**config.mk**
```make
export PLATFORM = sky130hd
export DESIGN_NAME = pmmc_ctrl
export DESIGN_NICKNAME = d
export VERILOG_FILES = /design/src/hw/pmmc_pkg.sv /design/src/hw/pmmc_tb_watch.sv /design/src/hw/pmmc_gate.sv /design/src/hw/pmmc_ctrl.sv
export SDC_FILE = /design/constraint.sdc
export NUM_CORES = 1
export LEC_CHECK = 0
export BUFFER_PORTS_ARGS = -buffer_cell sky130_fd_sc_hd__buf_4
export CELL_PAD_IN_SITES_DETAIL_PLACEMENT = 1
export CELL_PAD_IN_SITES_GLOBAL_PLACEMENT = 2
export CORE_ASPECT_RATIO = 1.2
export CORE_MARGIN = 8
export CORE_UTILIZATION = 26
export DETAILED_ROUTE_END_ITERATION = 10
export PLACE_DENSITY_LB_ADDON = 0.1
export SLEW_MARGIN = 20
export SYNTH_ARGS = -nofsm -noshare
export SYNTH_HDL_FRONTEND = slang
export SYNTH_SLANG_ARGS = --single-unit
```
**constraint.sdc**
```tcl
create_clock -name sys_clk -period 2.7 [get_ports sys_clk]
set_input_delay 0.405 -clock sys_clk [delete_from_list [all_inputs] [get_ports sys_clk]]
set_output_delay 0.405 -clock sys_clk [all_outputs]
set_load 0.01 [all_outputs]
```
**src/hw/pmmc_pkg.sv**
```systemverilog
package pmmc_pkg;
    // special-register numbers
    localparam logic [9:0] PMMC_SPR_CONTROL = 10'h3b8;
    localparam logic [9:0] PMMC_SPR_MIRROR = 10'h3a8;
    localparam logic [31:0] PMMC_RESET = 32'h0000_0000;
    // little-endian positions of big-endian bits (bit n -> 31-n)
    localparam int PMMC_B_FREEZE = 31;
    localparam int PMMC_B_FRZ_SUP = 30;
    localparam int PMMC_B_FRZ_USR = 29;
    localparam int PMMC_B_FRZ_MRK = 28;
    localparam int PMMC_B_FRZ_UNM = 27;
    localparam int PMMC_B_IRQ_EN = 26;
    localparam int PMMC_B_FRZ_IRQ = 25;
    localparam int PMMC_B_TB_SEL_HI = 24;
    localparam int PMMC_B_TB_SEL_LO = 23;
    localparam int PMMC_B_TB_IRQ = 22;
    localparam int PMMC_B_THR_HI = 21;
    localparam int PMMC_B_THR_LO = 16;
    localparam int PMMC_B_C1_IRQ = 15;
    localparam int PMMC_B_CN_IRQ = 14;
    localparam int PMMC_B_CHAIN = 13;
    localparam int PMMC_B_SEL1_HI = 12;
    localparam int PMMC_B_SEL1_LO = 6;
    localparam int PMMC_B_SEL2_HI = 5;
    localparam int PMMC_B_SEL2_LO = 0;
    // time-base bit indices (big-endian 63,55,51,47 -> le 0,8,12,16)
    localparam int PMMC_TB_BIT0 = 0;
    localparam int PMMC_TB_BIT1 = 8;
    localparam int PMMC_TB_BIT2 = 12;
    localparam int PMMC_TB_BIT3 = 16;
    localparam int PMMC_NCNT = 4;
    typedef enum logic [2:0] {
        PMMC_IDLE = 3'b001,
        PMMC_HELD = 3'b010,
        PMMC_FIRED = 3'b100
    } pmmc_chain_t;
endpackage : pmmc_pkg

```
**src/hw/pmmc_tb_watch.sv**
```systemverilog
`timescale 1ns/1ps
// rising-edge detector on the selected time-base bit
module pmmc_tb_watch import pmmc_pkg::*; (
    // clock and reset
    input wire logic sys_clk,
    input wire logic rst_b,
    // time base and selection
    input wire logic [63:0] time_base,
    input wire logic [1:0] sel,
    // result
    output logic rise_q
);
    logic [3:0] cand;
    logic [3:0] last_q;
    logic [3:0] last_d;
    logic rise_d;

    // keep all four candidates so a select change is never an edge
    always_comb begin
        cand = {time_base[PMMC_TB_BIT3], time_base[PMMC_TB_BIT2],
            time_base[PMMC_TB_BIT1], time_base[PMMC_TB_BIT0]};
        last_d = cand;
        rise_d = cand[sel] & ~last_q[sel];
    end

    // registers
    always_ff @(posedge sys_clk or negedge rst_b) begin
        if (!rst_b) begin
            last_q <= 4'h0;
            rise_q <= 1'b0;
        end else begin
            last_q <= last_d;
            rise_q <= rise_d;
        end
    end
endmodule : pmmc_tb_watch

```
**src/hw/pmmc_gate.sv**
```systemverilog
`timescale 1ns/1ps
// per-counter update enables from mode and chain state
module pmmc_gate import pmmc_pkg::*; (
    // inputs
    input wire logic base_ok,
    input wire logic one_ok,
    input wire logic upper_ok,
    // enables per counter, index 0 is counter one
    output logic [PMMC_NCNT-1:0] cnt_en
);
    genvar g;
    generate
        for (g = 0; g < PMMC_NCNT; g++) begin : g_en
            if (g == 0) begin : g_one
                assign cnt_en[g] = base_ok & one_ok;
            end else begin : g_up
                assign cnt_en[g] = base_ok & upper_ok;
            end
        end
    endgenerate
endmodule : pmmc_gate

```
**src/hw/pmmc_ctrl.sv**
```systemverilog
`timescale 1ns/1ps
// Behaviour
// - 32-bit register, supervisor-only writes
// - register clears to zero at reset
// - reads never alter stored fields
// - global freeze stops all counters
// - freeze in supervisor when requested
// - freeze in user when requested
// - freeze while process mark set
// - freeze while process mark clear
// - irq enable cleared when interrupt taken
// - signal on enabled overflow or time-base rise
// - freeze-on-signal stops counter one, upper
// - select time-base bit 63/55/51/47
// - transition enable gates rise signalling
// - hardware never changes transition enable
// - six-bit latency threshold field
// - counter one overflow irq enable
// - upper counters overflow irq enable, overrides
// - chain holds upper counters until trigger
// - seven-bit counter one event select
// - six-bit counter two event select
// - control at special register 952
// - counter overflowed when top bit set
// - user mirror at 936 reads control
module pmmc_ctrl import pmmc_pkg::*; (
    // clock and reset
    input wire logic sys_clk,
    input wire logic rst_b,
    // special-register move port
    input wire logic spr_wr,
    input wire logic spr_rd,
    input wire logic [9:0] spr_num,
    input wire logic [31:0] spr_wdata,
    output logic [31:0] spr_rdata_q,
    output logic spr_hit_q,
    output logic spr_priv_err_q,
    // core state
    input wire logic problem_state_bit,
    input wire logic process_mark_bit,
    input wire logic irq_taken,
    input wire logic [63:0] time_base,
    input wire logic [PMMC_NCNT-1:0] counter_msb,
    // to the counters and exception logic
    output logic [PMMC_NCNT-1:0] event_counter_en_q,
    output logic irq_signal_q,
    output logic [31:0] monitor_control_zero_q,
    output logic [5:0] threshold_q,
    output logic [6:0] counter_one_event_select_q,
    output logic [5:0] counter_two_event_select_q
);
    logic [31:0] ctl_q;
    logic [31:0] ctl_d;
    logic [31:0] rdata_d;
    logic hit_d;
    logic perr_d;
    logic tb_rise;
    logic sig_d;
    logic base_ok;
    logic one_ok;
    logic upper_ok;
    logic [PMMC_NCNT-1:0] en_c;
    pmmc_chain_t chain_q;
    pmmc_chain_t chain_d;
    logic ctl_sel;
    logic mir_sel;

    pmmc_tb_watch u_watch (
        .sys_clk(sys_clk),
        .rst_b(rst_b),
        .time_base(time_base),
        .sel(ctl_q[PMMC_B_TB_SEL_HI:PMMC_B_TB_SEL_LO]),
        .rise_q(tb_rise)
    );

    assign ctl_sel = (spr_num == PMMC_SPR_CONTROL);
    assign mir_sel = (spr_num == PMMC_SPR_MIRROR);

    // register write and hardware clear
    always_comb begin
        ctl_d = ctl_q;
        if (spr_wr && ctl_sel && !problem_state_bit) begin
            ctl_d = spr_wdata;
        end
        // clear irq enable on take; bit 9 untouched
        if (irq_taken) begin
            ctl_d[PMMC_B_IRQ_EN] = 1'b0;
        end
    end

    // read port; no side effect
    always_comb begin
        rdata_d = 32'h0000_0000;
        hit_d = 1'b0;
        perr_d = 1'b0;
        if (spr_rd && (mir_sel || (ctl_sel && !problem_state_bit))) begin
            rdata_d = ctl_q;
            hit_d = 1'b1;
        end
        if ((spr_rd || spr_wr) && ctl_sel && problem_state_bit) begin
            perr_d = 1'b1;
        end
        if (spr_wr && mir_sel) begin
            perr_d = 1'b1;
        end
    end

    // interrupt signal condition
    always_comb begin
        // overflow or time-base rise, when enabled
        // overflow is the top bit; enables
        sig_d = ctl_q[PMMC_B_IRQ_EN] & (
            (ctl_q[PMMC_B_C1_IRQ] & counter_msb[0]) |
            (ctl_q[PMMC_B_CN_IRQ] & (|counter_msb[PMMC_NCNT-1:1])) |
            (ctl_q[PMMC_B_TB_IRQ] & tb_rise));
    end

    // chain trigger state
    always_comb begin
        chain_d = chain_q;
        unique case (chain_q)
            PMMC_IDLE: begin
                if (ctl_q[PMMC_B_CHAIN]) begin
                    // trigger already present: count at once
                    if (counter_msb[0] || irq_signal_q) begin
                        chain_d = PMMC_FIRED;
                    end else begin
                        chain_d = PMMC_HELD;
                    end
                end
            end
            PMMC_HELD: begin
                // release on counter one top bit or signal
                if (!ctl_q[PMMC_B_CHAIN]) begin
                    chain_d = PMMC_IDLE;
                end else if (counter_msb[0] || irq_signal_q) begin
                    chain_d = PMMC_FIRED;
                end
            end
            // once triggered, no re-arm until bit 18 is cleared
            PMMC_FIRED: begin
                if (!ctl_q[PMMC_B_CHAIN]) begin
                    chain_d = PMMC_IDLE;
                end
            end
            default: chain_d = PMMC_IDLE;
        endcase
    end

    // counting qualifiers
    always_comb begin
        base_ok = !ctl_q[PMMC_B_FREEZE]
            && !(ctl_q[PMMC_B_FRZ_SUP] && !problem_state_bit)
            && !(ctl_q[PMMC_B_FRZ_USR] && problem_state_bit)
            && !(ctl_q[PMMC_B_FRZ_MRK] && process_mark_bit)
            && !(ctl_q[PMMC_B_FRZ_UNM] && !process_mark_bit);
        // freeze on signal; upper enable overrides
        one_ok = !(ctl_q[PMMC_B_FRZ_IRQ] && irq_signal_q);
        upper_ok = (chain_q != PMMC_HELD)
            && (one_ok || ctl_q[PMMC_B_CN_IRQ]);
        if (ctl_q[PMMC_B_CHAIN] && chain_q == PMMC_IDLE
            && !counter_msb[0] && !irq_signal_q) begin
            upper_ok = 1'b0;
        end
    end

    pmmc_gate u_gate (
        .base_ok(base_ok),
        .one_ok(one_ok),
        .upper_ok(upper_ok),
        .cnt_en(en_c)
    );

    // state registers; cleared at reset, chain state to idle
    always_ff @(posedge sys_clk or negedge rst_b) begin
        if (!rst_b) begin
            ctl_q <= PMMC_RESET;
            chain_q <= PMMC_IDLE;
            spr_rdata_q <= 32'h0000_0000;
            spr_hit_q <= 1'b0;
            spr_priv_err_q <= 1'b0;
            irq_signal_q <= 1'b0;
            event_counter_en_q <= '0;
            monitor_control_zero_q <= PMMC_RESET;
            threshold_q <= 6'h00;
            counter_one_event_select_q <= 7'h00;
            counter_two_event_select_q <= 6'h00;
        end else begin
            ctl_q <= ctl_d;
            chain_q <= chain_d;
            spr_rdata_q <= rdata_d;
            spr_hit_q <= hit_d;
            spr_priv_err_q <= perr_d;
            irq_signal_q <= sig_d;
            event_counter_en_q <= en_c;
            monitor_control_zero_q <= ctl_d;
            threshold_q <= ctl_d[PMMC_B_THR_HI:PMMC_B_THR_LO];
            counter_one_event_select_q <=
                ctl_d[PMMC_B_SEL1_HI:PMMC_B_SEL1_LO];
            counter_two_event_select_q <=
                ctl_d[PMMC_B_SEL2_HI:PMMC_B_SEL2_LO];
        end
    end

    // assertions
    property p_freeze;
        @(posedge sys_clk) disable iff (!rst_b)
        ctl_q[PMMC_B_FREEZE] |=> (event_counter_en_q == '0);
    endproperty
    a_freeze: assert property (p_freeze)
        else $error("counters enabled under global freeze");

    property p_user_write;
        @(posedge sys_clk) disable iff (!rst_b)
        (spr_wr && problem_state_bit && !irq_taken)
            |=> $stable(ctl_q);
    endproperty
    a_user_write: assert property (p_user_write)
        else $error("user write changed control");

    property p_taken;
        @(posedge sys_clk) disable iff (!rst_b)
        irq_taken |=> !ctl_q[PMMC_B_IRQ_EN];
    endproperty
    a_taken: assert property (p_taken)
        else $error("irq enable not cleared");

    property p_tb_keep;
        @(posedge sys_clk) disable iff (!rst_b)
        !(spr_wr && ctl_sel && !problem_state_bit)
            |=> $stable(ctl_q[PMMC_B_TB_IRQ]);
    endproperty
    a_tb_keep: assert property (p_tb_keep)
        else $error("hardware changed transition enable");

    property p_noen;
        @(posedge sys_clk) disable iff (!rst_b)
        !ctl_q[PMMC_B_IRQ_EN] |=> !irq_signal_q;
    endproperty
    a_noen: assert property (p_noen)
        else $error("signal without global enable");

    property p_c1ov;
        @(posedge sys_clk) disable iff (!rst_b)
        (ctl_q[PMMC_B_IRQ_EN] && ctl_q[PMMC_B_C1_IRQ] && counter_msb[0])
            |=> irq_signal_q;
    endproperty
    a_c1ov: assert property (p_c1ov)
        else $error("counter one overflow not signalled");

    property p_sup;
        @(posedge sys_clk) disable iff (!rst_b)
        (ctl_q[PMMC_B_FRZ_SUP] && !problem_state_bit)
            |=> (event_counter_en_q == '0);
    endproperty
    a_sup: assert property (p_sup)
        else $error("counting in supervisor freeze");

    property p_mirror;
        @(posedge sys_clk) disable iff (!rst_b)
        (spr_rd && mir_sel) |=> (spr_hit_q && spr_rdata_q == $past(ctl_q));
    endproperty
    a_mirror: assert property (p_mirror)
        else $error("mirror read mismatch");

    property p_user_frz;
        @(posedge sys_clk) disable iff (!rst_b)
        (ctl_q[PMMC_B_FRZ_USR] && problem_state_bit)
            |=> (event_counter_en_q == '0);
    endproperty
    a_user_frz: assert property (p_user_frz)
        else $error("counting in user freeze");

    property p_mark;
        @(posedge sys_clk) disable iff (!rst_b)
        (ctl_q[PMMC_B_FRZ_MRK] && process_mark_bit)
            |=> (event_counter_en_q == '0);
    endproperty
    a_mark: assert property (p_mark)
        else $error("counting while marked");

    property p_unmark;
        @(posedge sys_clk) disable iff (!rst_b)
        (ctl_q[PMMC_B_FRZ_UNM] && !process_mark_bit)
            |=> (event_counter_en_q == '0);
    endproperty
    a_unmark: assert property (p_unmark)
        else $error("counting while unmarked");

    property p_read_keep;
        @(posedge sys_clk) disable iff (!rst_b)
        (spr_rd && !spr_wr && !irq_taken) |=> $stable(ctl_q);
    endproperty
    a_read_keep: assert property (p_read_keep)
        else $error("read changed control");

    property p_chain_hold;
        @(posedge sys_clk) disable iff (!rst_b)
        (chain_q == PMMC_HELD)
            |=> (event_counter_en_q[PMMC_NCNT-1:1] == '0);
    endproperty
    a_chain_hold: assert property (p_chain_hold)
        else $error("upper counters enabled while held");

    c_sig: cover property (@(posedge sys_clk) disable iff (!rst_b)
        irq_signal_q);
    c_taken: cover property (@(posedge sys_clk) disable iff (!rst_b)
        irq_taken && ctl_q[PMMC_B_IRQ_EN]);
    c_held: cover property (@(posedge sys_clk) disable iff (!rst_b)
        chain_q == PMMC_HELD);
    c_fired: cover property (@(posedge sys_clk) disable iff (!rst_b)
        chain_q == PMMC_FIRED);
endmodule : pmmc_ctrl

```
==> out/results.tsv <==
stage	metric	value	unit
status	status	finished, final reports clean	
worst_setup_path	worst reg2reg startpoint	ctl_q[29]	
global_route	number of antenna violations at the first check in global routing	0	
routing	detailed-route wire length	8820	um
routing	wire per inst	17.4	um
clock_tree	number of buffers inserted to repair setup after CTS	0	
layout	n_diodes	0	
pwr	Peak VDD IR	0.255	mV
place	pre-CTS WS	0.461	ns
clock_tree	number of H-tree levels	3	
worst_setup_path	largest driver fanout on the critical path	28	
routing	number of nets still failing antenna checks after routing	0	
global_route	GR Util All Layers	11.9	%
place	Placed Area	0.00417	sq mm
floorplan	floorplan die area	0.0153	sq mm
floorplan	width of the die	114	um
worst_setup_path	launching element type of the critical path	input port	
place	count of input and output buffers	146	
worst_setup_path	required arrival time at the worst endpoint	2.92	ns
routing	number of detailed-routing iterations run before antenna repair	3	
worst_setup_path	Worst R2R Path Depth	4	
clock_tree	number of clock buffers inserted by TritonCTS	9	
timing	Worst Slack Setup Final	0.833	ns
min_path	Tightest Hold Check Type	in -> async	
worst_setup_path	CP Capture Type	flip-flop	
timing	achievable frequency	536	MHz
routing	via count of the routed design	2076	
timing	fin. max-slew vios	0	
floorplan	IO Pins	207	
worst_setup_path	worst setup path class	in -> reg	
clock_tree	root buffer selected by CTS	sky130_fd_sc_hd__clkbuf_16	
synth	fraction of the yosys area taken by sequential cells	64.0	%
synth	combined area of all synthesized cells	0.00301	sq mm
worst_setup_path	worst reg2reg setup slack	1.19	ns
timing	Layout Skew	0.00332	ns
synth	mean instance size in the synthesized netlist	14.3	sq um
clock_tree	hold buffers post-CTS	0	
timing	setup repair after global routing missed its margin	no	
clock_tree	clock sink count	77	
pwr	total power density per cell area	585	mW/mm^2
clock_tree	clock insertion delay at the later pin of the skew report	0.33	ns
place	global placement routability congestion	0.665	
timing	period utilisation layout	69.1	%
timing	aggregate negative setup slack	0	ns
routing	number of vias per cell after detailed routing	4.09	
clock_tree	post-CTS sizing	0	
timing	endpoints failing setup	0	
timing	crit path time final	1.87	ns
synth	count of flip-flops with a built-in enable after synthesis	0	
floorplan	number of core rows	43	
worst_setup_path	Arr. time, crit path	2.08	ns
pwr	Leak Pwr	2.37	nW
place	Detail Placement HPWL	6620	um
routing	Post-route DRC	0	
layout	final non-filler cell area	0.00450	sq mm
clock_tree	number of buffers on the longest clock path	2	
timing	final hold violations	0	
layout	growth of design area from synthesis to finish	49.6	%
floorplan	area of the placeable core	0.0114	sq mm
flow_run	total of max-cap violations	0	
routing	Initial DRC Count	53	
global_route	via count of the first global-routing pass	2380	
layout	fraction of layout instances using a drive strength above 1	58.1	%
layout	nets@finish	463	
global_route	pin count of the biggest net entering global routing	41	
timing	worst max-slew margin expressed relative to the limit	65.4	%
clock_tree	clock transition at the register clock pins on the worst setup and hold paths after CTS	0.06	ns
synth	gate count of the mapped netlist	210	
synth	Yosys cell types	37	
timing	slew of the pin with the lowest slew margin	0.519	ns
layout	fillcell total	1238	
synth	Yosys reg bits	77	
floorplan	die height	134	um
synth	warnings from Yosys	0	
global_route	first-pass GRT wire length	13700	um
clock_tree	CTS tree	done	
synth	leading register cell type out of synthesis	sky130_fd_sc_hd__dfrtp_1	
floorplan	starting utilization of the core area	26.4	%
global_route	GR Overflow Total	0	
worst_setup_path	endpoint of the worst-slack reg-to-reg timing path	event_counter_en_q[1]	
synth	proportion of register bits with asynchronous set or reset after synthesis	100	%
layout	post-layout util	39.5	%
synth	syn_nets	327	
cells in the final DEF (no fill, tap or decap), types with 3 or more instances in the layout:
| cell | instances |
|---|---|
| sky130_fd_sc_hd__nor2b_1 | 4 |
| sky130_fd_sc_hd__dfrtp_1 | 76 |
| sky130_fd_sc_hd__and2_1 | 33 |
| sky130_fd_sc_hd__clkbuf_16 | 9 |
| sky130_fd_sc_hd__buf_4 | 150 |
| sky130_fd_sc_hd__nand2_1 | 3 |
| sky130_fd_sc_hd__mux2_2 | 30 |
sequential cells by signal, indices dropped and copies added, names as in the netlist:
| signal | flops |
|---|---|
| spr_priv_err_q | 1 |
| irq_signal_q | 1 |
| ctl_q | 16 |
| counter_two_event_select_q | 5 |
| event_counter_en_q | 2 |
| u_watch.rise_q | 1 |
| spr_hit_q | 1 |
| u_watch.last_q | 4 |
| chain_q | 3 |
| spr_rdata_q | 32 |
| threshold_q | 5 |
| counter_one_event_select_q | 6 |
worst max-delay path by stage:
stage / end / slack [ns] / depth (start not counted) / startpoint
2_1_floorplan: counter_one_event_select_q[1] / 0.70 / 4 / spr_num[2]
3_3_place_gp: ctl_q[12] / 0.48 / 5 / spr_num[2]
4_1_cts: threshold_q[4] / 0.82 / 5 / spr_num[2]
3_5_place_dp: threshold_q[4] / 0.46 / 5 / spr_num[2]
6_report: threshold_q[4] / 0.83 / 5 / spr_num[2]
5_1_grt: threshold_q[4] / 0.77 / 5 / spr_num[2]
cell families (layout without fill, tap and decap cells):
kind of cell,count (synthesis),count (layout),share of synthesized area [%]
xor+xnor,1,1,0.291
mux,33,33,12.3
simple gates,57,57,13.0
compound gates,13,13,3.33
flops,77,77,64.0
buf+inv,29,170,7.02
metal layers:
layer  vias up  wire length (um)  global-route usage [%]  share of wire [%]
li1        963                 -                       -                  -
met1      1015              3230                    12.1                 37
met2        89              4460                    19.7                 51
met3         9               975                    6.52                 11
met4         0               153                    5.56                1.7
met5         -                 0                       0                  0
metrics by stage:
stage / std cells / hold slack [ns] / power, W
6_report: 508 / 0.0352 / 0.00263
3_5_place_dp: 492 / 0.424 / 0.00132
5_1_grt: 508 / 0.0663 / 0.00274
2_1_floorplan: 210 / 0.109 / 0.00122
4_1_cts: 508 / 0.0560 / 0.00269
3_3_place_gp: 492 / 0.423 / 0.00132
cell usage after synthesis, types with 3 or more instances:
library cell              number  share of area, %
sky130_fd_sc_hd__dfrtp_1      76                63
sky130_fd_sc_hd__nor2b_1       4              0.83
sky130_fd_sc_hd__and2_1       33               6.9
sky130_fd_sc_hd__buf_6         3               1.1
sky130_fd_sc_hd__mux2_2       30                11
sky130_fd_sc_hd__nand2_1       3              0.37
sky130_fd_sc_hd__buf_4        21               5.2
worst max-delay path, cell delays in order:
cell and delay [ns]:
sky130_fd_sc_hd__buf_4 0.11, sky130_fd_sc_hd__or4b_4 0.58, sky130_fd_sc_hd__nor4_4 0.36, sky130_fd_sc_hd__buf_12 0.26, sky130_fd_sc_hd__mux2_2 0.36
power by group:
part | switching (W) | internal, W | leakage (nW)
combinational | 0.0000534 | 0.0000748 | 1.15
clock | 0.000474 | 0.000861 | 0.162
sequential | 0.00000604 | 0.00116 | 1.05
area by class of cell:
class / instances / area, sq um / area share (%)
Timing Repair Buffer: 152 / 1170 / 25.9
Sequential cell: 77 / 1930 / 42.8
Tap cell: 157 / 196 / 4.36
Clock buffer: 11 / 253 / 5.61
Multi-Input combinational cell: 104 / 871 / 19.3
Clock inverter: 5 / 81.3 / 1.81
Inverter: 2 / 7.51 / 0.167
Power figures use the tool's default switching activity.
